### src/rtl/cso_defines.svh
// register offsets, status bit positions, reset values and cycle counts
`ifndef CSO_DEFINES_SVH
`define CSO_DEFINES_SVH

`define CSO_OFS_CMD          8'h00
`define CSO_OFS_STAT         8'h04
`define CSO_OFS_SPTR         8'h08
`define CSO_OFS_PC           8'h0C
`define CSO_OFS_RPT          8'h10

`define CSO_WIN_CTRL         2'h0
`define CSO_WIN_DEFAULT_WORK_REG         2'h1
`define CSO_WIN_MEM          2'h2
`define CSO_WIN_STK          2'h3

`define CSO_STAT_WATCHDOG_TIMEOUT_FLAG_BIT    5
`define CSO_STAT_SLEEP_BIT   6

`define CSO_RST_SP           4'h0
`define CSO_DEFAULT_WORK_REG 4'h0

`define CSO_CYC_SINGLE       3'h1
`define CSO_CYC_DOUBLE       3'h2
`define CSO_CYC_RETURN       3'h6
`define CSO_CYC_RETURN_FAST  3'h5

`endif

### src/rtl/cso_pkg.sv
// types shared by the execution slice and its bus front end
package cso_pkg;

    typedef enum logic [3:0] {
        OP_NOP        = 4'h0,
        OP_NEGATE     = 4'h1,
        OP_PUSH_F     = 4'h2,
        OP_PUSH_W     = 4'h3,
        OP_PUSH_D     = 4'h4,
        OP_PUSH_S     = 4'h5,
        OP_POP_F      = 4'h6,
        OP_POP_W      = 4'h7,
        OP_POP_D      = 4'h8,
        OP_POP_S      = 4'h9,
        OP_REPEAT_LIT = 4'hA,
        OP_REPEAT_REG = 4'hB,
        OP_LOW_POWER  = 4'hC,
        OP_RETURN_LIT = 4'hD,
        OP_ROTATE_LC  = 4'hE
    } cso_op_t;

    typedef enum logic [2:0] {
        ST_IDLE   = 3'b001,
        ST_RUN    = 3'b010,
        ST_LOWPWR = 3'b100
    } cso_phase_t;

    typedef struct packed {
        logic [1:0]  rsvd;
        logic        fast;
        logic [14:0] lit;
        logic [3:0]  dst;
        logic [3:0]  src;
        logic        to_default_work_reg;
        logic        reg_form;
        cso_op_t     op;
    } cso_cmd_t;

    typedef struct packed {
        logic digit_carry_flag;
        logic negative;
        logic overflow_flag;
        logic zero;
        logic carry;
    } cso_flags_t;

    typedef struct packed {
        logic        wr_ph;
        logic        rd_ph;
        logic        rd_done;
        logic [7:0]  addr;
        logic [31:0] rdata;
    } cso_bus_st_t;

    typedef struct packed {
        cso_phase_t        phase;
        logic [2:0]        cnt;
        cso_cmd_t          cmd;
        logic [15:0][15:0] w;
        logic [15:0][15:0] mem;
        logic [15:0][15:0] stk;
        logic [3:0]        sp;
        logic [15:0]       pc;
        cso_flags_t        fl;
        cso_flags_t        sh_fl;
        logic [3:0][15:0]  sh_w;
        logic              rpt_on;
        logic [15:0]       rpt_left;
        logic              watchdog_timeout_flag;
        logic              slp;
    } cso_core_st_t;

endpackage : cso_pkg

### src/rtl/cso_alu.sv
// negate and rotate-left-through-carry datapath with flag results
`timescale 1ns/1ps
module cso_alu (
    input  wire logic              negate,
    input  wire logic [15:0]       value,
    input  wire logic              carry_in,
    output logic [15:0]            result,
    output cso_pkg::cso_flags_t    flags
);
    always_comb begin
        if (negate) begin
            result                 = ~value + 16'h0001;
            flags.carry            = (value == 16'h0000);
            flags.digit_carry_flag = (value[3:0] == 4'h0);
            flags.overflow_flag    = (value == 16'h8000);
        end else begin
            result                 = {value[14:0], carry_in};
            flags.carry            = value[15];
            flags.digit_carry_flag = 1'b0;
            flags.overflow_flag    = 1'b0;
        end
        flags.negative = result[15];
        flags.zero     = (result == 16'h0000);
    end
endmodule : cso_alu

### src/rtl/cso_ahb_slave.sv
// ahb-lite slave front end: zero-wait writes, one-wait reads
`timescale 1ns/1ps
module cso_ahb_slave (
    input  wire logic        hclk,
    input  wire logic        hresetn,
    input  wire logic        hsel,
    input  wire logic [31:0] haddr,
    input  wire logic [1:0]  htrans,
    input  wire logic        hwrite,
    input  wire logic [2:0]  hsize,
    input  wire logic [31:0] hwdata,
    input  wire logic        hready,
    input  wire logic [31:0] rd_data,
    output logic             hreadyout,
    output logic [31:0]      hrdata,
    output logic             hresp,
    output logic             wr_en,
    output logic [7:0]       acc_addr,
    output logic [31:0]      wr_data
);
    cso_pkg::cso_bus_st_t st_ff;
    cso_pkg::cso_bus_st_t nxt_st;

    always_comb begin
        nxt_st       = st_ff;
        nxt_st.wr_ph = 1'b0;
        if (st_ff.rd_ph && !st_ff.rd_done) begin
            // first data-phase cycle of a read: capture the word
            nxt_st.rdata   = rd_data;
            nxt_st.rd_done = 1'b1;
        end else begin
            nxt_st.rd_ph   = 1'b0;
            nxt_st.rd_done = 1'b0;
            if (hsel && htrans[1] && hready) begin
                nxt_st.addr  = haddr[7:0];
                nxt_st.wr_ph = hwrite;
                nxt_st.rd_ph = !hwrite;
            end
        end
    end

    always_ff @(posedge hclk or negedge hresetn) begin
        if (!hresetn) begin
            st_ff <= '0;
        end else begin
            st_ff <= nxt_st;
        end
    end

    assign hreadyout = !(st_ff.rd_ph && !st_ff.rd_done);
    assign hrdata    = st_ff.rdata;
    assign hresp     = 1'b0;
    assign wr_en     = st_ff.wr_ph;
    assign acc_addr  = st_ff.addr;
    assign wr_data   = hwdata;
endmodule : cso_ahb_slave

### src/rtl/cso_core.sv
// execution slice: negate, stack, repeat, low power, literal return, rotate
// Notes on behaviour
// - negate writes inverse plus one to destination in one cycle, sets five flags
// - push of a memory word puts it on stack top, one cycle, flags kept
// - pop to memory takes stack top into that word, one cycle, flags kept
// - pop to a working register loads the chosen register, one cycle, flags kept
// - double push and pop move registers n and n+1, two cycles, flags kept
// - literal repeat runs the next command literal plus one times; itself one cycle
// - register repeat runs the next command register value plus one times
// - low power literal picks sleep or idle, clears watchdog status, sets sleep status for sleep only
// - literal return loads ten-bit literal, pops caller, six cycles or five
// - rotate left through carry on memory writes back, updates carry, negative, zero
// - rotate to default work register leaves the memory word unchanged
// - register form rotates source register into a separate destination register
`timescale 1ns/1ps
`include "cso_defines.svh"
module cso_core (
    input  wire logic        hclk,
    input  wire logic        hresetn,
    input  wire logic        hsel,
    input  wire logic [31:0] haddr,
    input  wire logic [1:0]  htrans,
    input  wire logic        hwrite,
    input  wire logic [2:0]  hsize,
    input  wire logic [31:0] hwdata,
    input  wire logic        hready,
    output logic             hreadyout,
    output logic [31:0]      hrdata,
    output logic             hresp,
    input  wire logic        wake,
    input  wire logic        wdt_timeout,
    output logic             sleep_mode,
    output logic             idle_mode,
    output logic             busy
);
    cso_pkg::cso_core_st_t st_ff;
    cso_pkg::cso_core_st_t nxt_st;
    cso_pkg::cso_cmd_t     cmd;
    cso_pkg::cso_cmd_t     wcmd;
    cso_pkg::cso_flags_t   alu_fl;
    logic [15:0]           alu_res;
    logic [15:0]           operand;
    logic                  opnd_top;
    logic [15:0]           stack_top;
    logic [15:0]           src_reg;
    logic [2:0]            need;
    logic                  run;
    logic                  last;
    logic                  accept;
    logic                  wr_en;
    logic [7:0]            acc_addr;
    logic [31:0]           wr_data;
    logic [31:0]           rd_data;
    logic [10:0]           stat_word;

    cso_ahb_slave u_bus (
        .hclk      (hclk),
        .hresetn   (hresetn),
        .hsel      (hsel),
        .haddr     (haddr),
        .htrans    (htrans),
        .hwrite    (hwrite),
        .hsize     (hsize),
        .hwdata    (hwdata),
        .hready    (hready),
        .rd_data   (rd_data),
        .hreadyout (hreadyout),
        .hrdata    (hrdata),
        .hresp     (hresp),
        .wr_en     (wr_en),
        .acc_addr  (acc_addr),
        .wr_data   (wr_data)
    );

    cso_alu u_alu (
        .negate   (cmd.op == cso_pkg::OP_NEGATE),
        .value    (operand),
        .carry_in (st_ff.fl.carry),
        .result   (alu_res),
        .flags    (alu_fl)
    );

    assign cmd       = st_ff.cmd;
    assign wcmd      = cso_pkg::cso_cmd_t'(wr_data);
    assign run       = (st_ff.phase == cso_pkg::ST_RUN);
    assign src_reg   = st_ff.w[cmd.src];
    assign operand   = cmd.reg_form ? src_reg : st_ff.mem[cmd.src];
    assign opnd_top  = operand[15];
    assign stack_top = st_ff.stk[st_ff.sp - 4'h1];
    assign accept    = wr_en && (acc_addr == `CSO_OFS_CMD) && (st_ff.phase == cso_pkg::ST_IDLE);
    assign last      = run && (st_ff.cnt == need - 3'h1);

    // cycles each command occupies
    always_comb begin
        case (cmd.op)
            cso_pkg::OP_PUSH_D,
            cso_pkg::OP_POP_D:      need = `CSO_CYC_DOUBLE;
            cso_pkg::OP_RETURN_LIT: need = cmd.fast ? `CSO_CYC_RETURN_FAST : `CSO_CYC_RETURN;
            default:                need = `CSO_CYC_SINGLE;
        endcase
    end

    always_comb begin
        nxt_st = st_ff;
        // software writes to state only while no command runs
        if (wr_en && !run) begin
            case (acc_addr[7:6])
                `CSO_WIN_CTRL: begin
                    case (acc_addr)
                        `CSO_OFS_STAT: begin
                            nxt_st.fl = cso_pkg::cso_flags_t'(wr_data[4:0]);
                            if (wr_data[`CSO_STAT_WATCHDOG_TIMEOUT_FLAG_BIT]) begin
                                nxt_st.watchdog_timeout_flag = 1'b0;
                            end
                            if (wr_data[`CSO_STAT_SLEEP_BIT]) begin
                                nxt_st.slp = 1'b0;
                            end
                        end
                        `CSO_OFS_SPTR: nxt_st.sp = wr_data[3:0];
                        `CSO_OFS_PC:   nxt_st.pc = wr_data[15:0];
                        default: ;
                    endcase
                end
                `CSO_WIN_DEFAULT_WORK_REG: nxt_st.w[acc_addr[5:2]] = wr_data[15:0];
                `CSO_WIN_MEM:  nxt_st.mem[acc_addr[5:2]] = wr_data[15:0];
                default: ;
            endcase
        end
        case (st_ff.phase)
            cso_pkg::ST_IDLE: begin
                if (accept) begin
                    nxt_st.cmd   = wcmd;
                    nxt_st.cnt   = 3'h0;
                    nxt_st.phase = cso_pkg::ST_RUN;
                end
            end
            cso_pkg::ST_RUN: begin
                nxt_st.cnt = st_ff.cnt + 3'h1;
                case (cmd.op)
                    cso_pkg::OP_NEGATE,
                    cso_pkg::OP_ROTATE_LC: begin
                        if (cmd.reg_form) begin
                            nxt_st.w[cmd.dst] = alu_res;
                        end else if (cmd.to_default_work_reg) begin
                            nxt_st.w[`CSO_DEFAULT_WORK_REG] = alu_res;
                        end else begin
                            nxt_st.mem[cmd.src] = alu_res;
                        end
                        if (cmd.op == cso_pkg::OP_NEGATE) begin
                            nxt_st.fl = alu_fl;
                        end else begin
                            nxt_st.fl.carry    = alu_fl.carry;
                            nxt_st.fl.negative = alu_fl.negative;
                            nxt_st.fl.zero     = alu_fl.zero;
                        end
                    end
                    cso_pkg::OP_PUSH_F: begin
                        nxt_st.stk[st_ff.sp] = st_ff.mem[cmd.src];
                        nxt_st.sp            = st_ff.sp + 4'h1;
                    end
                    cso_pkg::OP_PUSH_W: begin
                        nxt_st.stk[st_ff.sp] = src_reg;
                        nxt_st.sp            = st_ff.sp + 4'h1;
                    end
                    cso_pkg::OP_PUSH_D: begin
                        // register n first, then n+1
                        nxt_st.stk[st_ff.sp] = st_ff.w[cmd.src + 4'(st_ff.cnt)];
                        nxt_st.sp            = st_ff.sp + 4'h1;
                    end
                    cso_pkg::OP_POP_F: begin
                        nxt_st.mem[cmd.src] = stack_top;
                        nxt_st.sp           = st_ff.sp - 4'h1;
                    end
                    cso_pkg::OP_POP_W: begin
                        nxt_st.w[cmd.dst] = stack_top;
                        nxt_st.sp         = st_ff.sp - 4'h1;
                    end
                    cso_pkg::OP_POP_D: begin
                        // reverse order: n+1 comes off first
                        nxt_st.w[cmd.dst + ((st_ff.cnt == 3'h0) ? 4'h1 : 4'h0)] = stack_top;
                        nxt_st.sp = st_ff.sp - 4'h1;
                    end
                    cso_pkg::OP_PUSH_S: begin
                        nxt_st.sh_w  = st_ff.w[3:0];
                        nxt_st.sh_fl = st_ff.fl;
                    end
                    cso_pkg::OP_POP_S: begin
                        nxt_st.w[3:0] = st_ff.sh_w;
                        nxt_st.fl     = st_ff.sh_fl;
                    end
                    cso_pkg::OP_REPEAT_LIT: begin
                        nxt_st.rpt_on   = 1'b1;
                        nxt_st.rpt_left = {1'b0, cmd.lit};
                    end
                    cso_pkg::OP_REPEAT_REG: begin
                        nxt_st.rpt_on   = 1'b1;
                        nxt_st.rpt_left = src_reg;
                    end
                    cso_pkg::OP_LOW_POWER: begin
                        nxt_st.watchdog_timeout_flag = 1'b0;
                        if (!cmd.lit[0]) begin
                            nxt_st.slp = 1'b1;
                        end
                    end
                    cso_pkg::OP_RETURN_LIT: begin
                        if (st_ff.cnt == 3'h0) begin
                            nxt_st.w[cmd.dst] = {6'h00, cmd.lit[9:0]};
                            nxt_st.pc         = stack_top;
                            nxt_st.sp         = st_ff.sp - 4'h1;
                        end
                    end
                    default: ;
                endcase
                if (last) begin
                    if (cmd.op == cso_pkg::OP_REPEAT_LIT || cmd.op == cso_pkg::OP_REPEAT_REG) begin
                        nxt_st.phase = cso_pkg::ST_IDLE;
                    end else if (st_ff.rpt_on && st_ff.rpt_left != 16'h0000) begin
                        // run the same command again
                        nxt_st.rpt_left = st_ff.rpt_left - 16'h0001;
                        nxt_st.cnt      = 3'h0;
                    end else begin
                        nxt_st.rpt_on = 1'b0;
                        nxt_st.phase  = (cmd.op == cso_pkg::OP_LOW_POWER) ? cso_pkg::ST_LOWPWR
                                                                           : cso_pkg::ST_IDLE;
                    end
                end
            end
            cso_pkg::ST_LOWPWR: begin
                if (wake || wdt_timeout) begin
                    nxt_st.phase = cso_pkg::ST_IDLE;
                end
            end
            default: nxt_st.phase = cso_pkg::ST_IDLE;
        endcase
        // timeout wins over any clear in the same cycle
        if (wdt_timeout) begin
            nxt_st.watchdog_timeout_flag = 1'b1;
        end
    end

    always_ff @(posedge hclk or negedge hresetn) begin
        if (!hresetn) begin
            st_ff       <= '0;
            st_ff.phase <= cso_pkg::ST_IDLE;
            st_ff.sp    <= `CSO_RST_SP;
        end else begin
            st_ff <= nxt_st;
        end
    end

    assign stat_word = {cmd.lit[0] && (st_ff.phase == cso_pkg::ST_LOWPWR),
                        st_ff.phase == cso_pkg::ST_LOWPWR,
                        st_ff.rpt_on, run, st_ff.slp, st_ff.watchdog_timeout_flag, st_ff.fl};

    // read mux, sampled by the bus front end one cycle into the data phase
    always_comb begin
        rd_data = 32'h0000_0000;
        case (acc_addr[7:6])
            `CSO_WIN_CTRL: begin
                case (acc_addr)
                    `CSO_OFS_CMD:  rd_data = cmd;
                    `CSO_OFS_STAT: rd_data = {21'h000000, stat_word};
                    `CSO_OFS_SPTR: rd_data = {28'h0000000, st_ff.sp};
                    `CSO_OFS_PC:   rd_data = {16'h0000, st_ff.pc};
                    `CSO_OFS_RPT:  rd_data = {16'h0000, st_ff.rpt_left};
                    default:       rd_data = 32'h0000_0000;
                endcase
            end
            `CSO_WIN_DEFAULT_WORK_REG: rd_data = {16'h0000, st_ff.w[acc_addr[5:2]]};
            `CSO_WIN_MEM:  rd_data = {16'h0000, st_ff.mem[acc_addr[5:2]]};
            default:       rd_data = {16'h0000, st_ff.stk[acc_addr[5:2]]};
        endcase
    end

    assign sleep_mode = (st_ff.phase == cso_pkg::ST_LOWPWR) && !cmd.lit[0];
    assign idle_mode  = (st_ff.phase == cso_pkg::ST_LOWPWR) && cmd.lit[0];
    assign busy       = run;
endmodule : cso_core

### config.mk
export PLATFORM = sky130hd
export DESIGN_NAME = cso_core
export DESIGN_NICKNAME = d
export VERILOG_FILES = /design/src/rtl/cso_pkg.sv /design/src/rtl/cso_alu.sv /design/src/rtl/cso_ahb_slave.sv /design/src/rtl/cso_core.sv
export VERILOG_INCLUDE_DIRS = /design/src /design/src/rtl
export SDC_FILE = /design/constraint.sdc
export NUM_CORES = 2
export LEC_CHECK = 0
export BUFFER_PORTS_ARGS = -buffer_cell sky130_fd_sc_hd__buf_2
export CAP_MARGIN = 20
export CORE_MARGIN = 5
export CORE_UTILIZATION = 40
export DETAILED_ROUTE_END_ITERATION = 7
export GPL_ROUTABILITY_DRIVEN = 1
export GPL_TIMING_DRIVEN = 0
export SYNTH_ARGS = -nofsm -noshare
export SYNTH_HDL_FRONTEND = slang
export SYNTH_SLANG_ARGS = --single-unit
export TNS_END_PERCENT = 20
### constraint.sdc
create_clock -name hclk -period 5.2 [get_ports hclk]
set_input_delay 0 -clock hclk [delete_from_list [all_inputs] [get_ports hclk]]
set_output_delay 0 -clock hclk [all_outputs]
set_load 0.01 [all_outputs]
==> flow_metrics.tcl <==
set metrics [dict create \
    outcome "finished, violations left" \
    violations "DRC, setup timing" \
    end_kind "register" \
    drtIter0Drc 15500 \
    via_per_inst 7.89 \
    grt_first_pass_wirelength_um 701000 \
    antenna_found_initial 89 \
    grt_overflow 0 \
    cts_buffers 121 \
    yosysUniqueCellTypes 84 \
    seqCellArea_um2 24100 \
    synth_top_area_share 0.337 \
    synthFlopType "dfrtp_1" \
    synthArstFlopShare 1.00 \
    setup-tns-final_ns -55.03 \
    cp.buffers_inverters 5 \
    synth_area_per_cell_um2 9.78 \
    tightest_slew_ns 1.34 \
    path_common_cell "clkbuf_1" \
    dpl_cell_area_um2 77500 \
    port_buffers 68 \
    fmax_mhz 179 \
    num-fill-cells 16600 \
    final_cell_area_um2 85700 \
    cts_buffer_depth 3 \
    whs_ns 0.00883 \
    path_clk_slew_ns 0.06 \
    multi_input_area_um2 44700 \
    drt-total-wl_um 540000 \
    yosysWarnings 0 \
    h-tree-depth 3 \
    worstPathRequired_ns 5.99 \
    fin_crit_ns 5.58 \
    slew-limit-headroom 0.106 \
    antenna_left 0 \
    grt_pass1_vias 74000 \
    min_path_type "primary input to register" \
    cts-root-buf "clkbuf_16" \
    worstPathCellList "clkbuf_1, nand3_1, nand2_1, clkbuf_1, clkbuf_2, clkbuf_1, clkbuf_1, a32oi_1, o22ai_1" \
    vias 81800 \
    hpwlAfterDp_um 410000 \
    vdd_drop_max_mv 0.344 \
    cts_tree "built" \
    core_um2 178000 \
    fin_ws_ns -0.380 \
    crit_type "register to register" \
    total_power_w 0.0335 \
    netlist_area_um2 71400 \
    die_h_um 433 \
    setup.worst_path.start_class "register" \
    setup_viol 431 \
    die_area_um2 187000 \
    num_io_pins 113 \
    nets 7910 \
    rows 155 \
    ys_seq_area_frac 0.337 \
    gp_congestion 1.16 \
    r2r_slack_ns -0.38 \
    synth_top_area_cell "dfrtp_1" \
    pre_cts_ws_ns -4.81 \
    cts_sinks 962 \
    power_density_nw_per_um2 391 \
    fin_skew_ns 0.0971 \
    grt_max_degree 159 \
    finalHoldViolCount 0 \
    die_width_um 433 \
    wire_per_inst_um 52.1 \
    synth_seq_cells 962 \
    crit_slowest_cell "clkbuf_1" \
    synthTopCellsByArea "dfrtp_1, mux4_2, mux2i_1" \
    synth_edf_count 0 \
    track_usage 0.561 \
    path_max_fanout 10 \
    crit_arrival_ns 6.37 \
    drc 126 \
    period_share 1.07 \
    cp_top_family "buffers and inverters" \
    synthCells 7303 \
    max-cap-violations 0 \
    grt_setup_unrepaired "true" \
    dr.pass1.iters 8 \
    report.final.slew_viol_count 0 \
    syn_nets 7395 \
    cellLeakagePower_nw 34.1 \
    layout-drive-gt1-share 0.231 \
    slowest_delay_ns 0.95 \
    clk_latency_ns 0.89 \
    start_util 0.401 \
    areaGrowthSynthToFinish_pct 19.9 \
]
worst reg2reg max path: cells and delay by family, from the launching register on:
kind	cells	cell delay (ns)
compound gates	2	0.41
buf+inv	5	3.72
simple gates	2	1.00
flops	1	0.45
cells by family (layout without fill, tap and decap cells):
family                     Yosys count  in the layout  synth area share
buffers and inverters              890           1508            0.0508
adders and majority gates           16             16           0.00291
DFF                                962            962             0.337
AOI/OAI and AO/OA                 2310           2310             0.211
other                                1             87         0.0000525
and+or+nand+nor                   1702           1702            0.0991
xor gates and xnor gates            11             11           0.00135
muxes                             1411           1411             0.297
per-layer routing:
layer	wire, um	GRT usage
met3	84200	0.303
met5	1070	0.0453
met4	65500	0.508
met2	210000	0.755
met1	179000	0.628
stage by stage:
| stage | std cells | util |
|---|---|---|
| after floorplan | 7303 | - |
| after global placement | 9726 | 0.420 |
| after detailed placement | 9896 | 0.435 |
| after CTS | 10200 | 0.475 |
| after global routing | 10300 | 0.480 |
| final | 10400 | 0.481 |
cells in the final DEF, fill, tap and decap left out, drive strengths merged, types with 16 or more instances in the layout:
cell         count
dfrtp          961
clkbuf         822
nand2          758
a21oi          699
nor2           624
mux2i          595
mux4           542
buf            508
o21ai          414
mux2           274
o22ai          235
o211ai         198
o221ai         182
a221oi         119
a22oi          103
diode           86
nand3           75
dlygate4sd3     69
a211oi          65
nor3            63
a32oi           54
and2            42
clkinv          42
a221o           41
a222oi          37
inv             36
nor2b           31
a22o            28
o221a           22
nor4            21
a31oi           21
nand2b          20
bufinv          20
or3             16
where the power goes:
group	internal (W)	leakage [nW]	switching, W
sequential	0.00807	11.8	0.00101
combinational	0.00455	20.1	0.0101
clock	0.00560	2.15	0.00421
total	0.0182	34.1	0.0153
timing repair:
item	CTS	global route
hold buffers	70	0
pin swaps	21	6
setup buffers	56	18
gates resized for setup	381	130
gates cloned	1	0
hold endpoints to repair	366	0
endpoints found under the setup margin	808	562
cell usage after synthesis, drive strengths merged (13+ instances only):
master and instances:
mux2 274, nor3 63, buf 172, a221o 41, nand2b 20, nor2b 31, nor2 624, a222oi 37
a31o 13, mux2i 595, a21o 13, inv 34, o211ai 198, a22o 28, ha 15, a22oi 103
mux4 542, nor4 21, or2 13, nand3 75, a211oi 65, nand2 758, o221ai 182, a221oi 119
and2 42, a32oi 54, o22ai 235, or3 16, clkbuf 679, dfrtp 961, a31oi 21, o221a 22
o21ai 414, a21oi 699
cell type report:
cell class,instances,area share
clock inverter,67,0.0123
sequential,962,0.281
antenna,86,0.00251
tap,2355,0.0344
timing repair buffer,401,0.0544
multi-input combinational,5451,0.521
inverter,39,0.00197
buffer,842,0.0525
clock buffer,159,0.0395
worst paths after layout:
kind,start,endpoint,depth (start not counted)
worst max-delay path,cmd[2]$_DFFE_PN0P_,st_ff[597]$_DFF_PN0_,9
worst min-delay path,hwdata[18],cmd[18]$_DFFE_PN0P_,3
worst max register to register,cmd[2]$_DFFE_PN0P_,st_ff[597]$_DFF_PN0_,9
worst min register to register,u_bus.hrdata[12]$_DFFE_PN0P_,u_bus.hrdata[12]$_DFFE_PN0P_,2
max in group asynchronous,hresetn,asynchronous set/reset pin,6
min in group asynchronous,hresetn,st_ff[80]$_DFFE_PN0P_,4
Note: power is estimated with default switching activity, not from simulation.
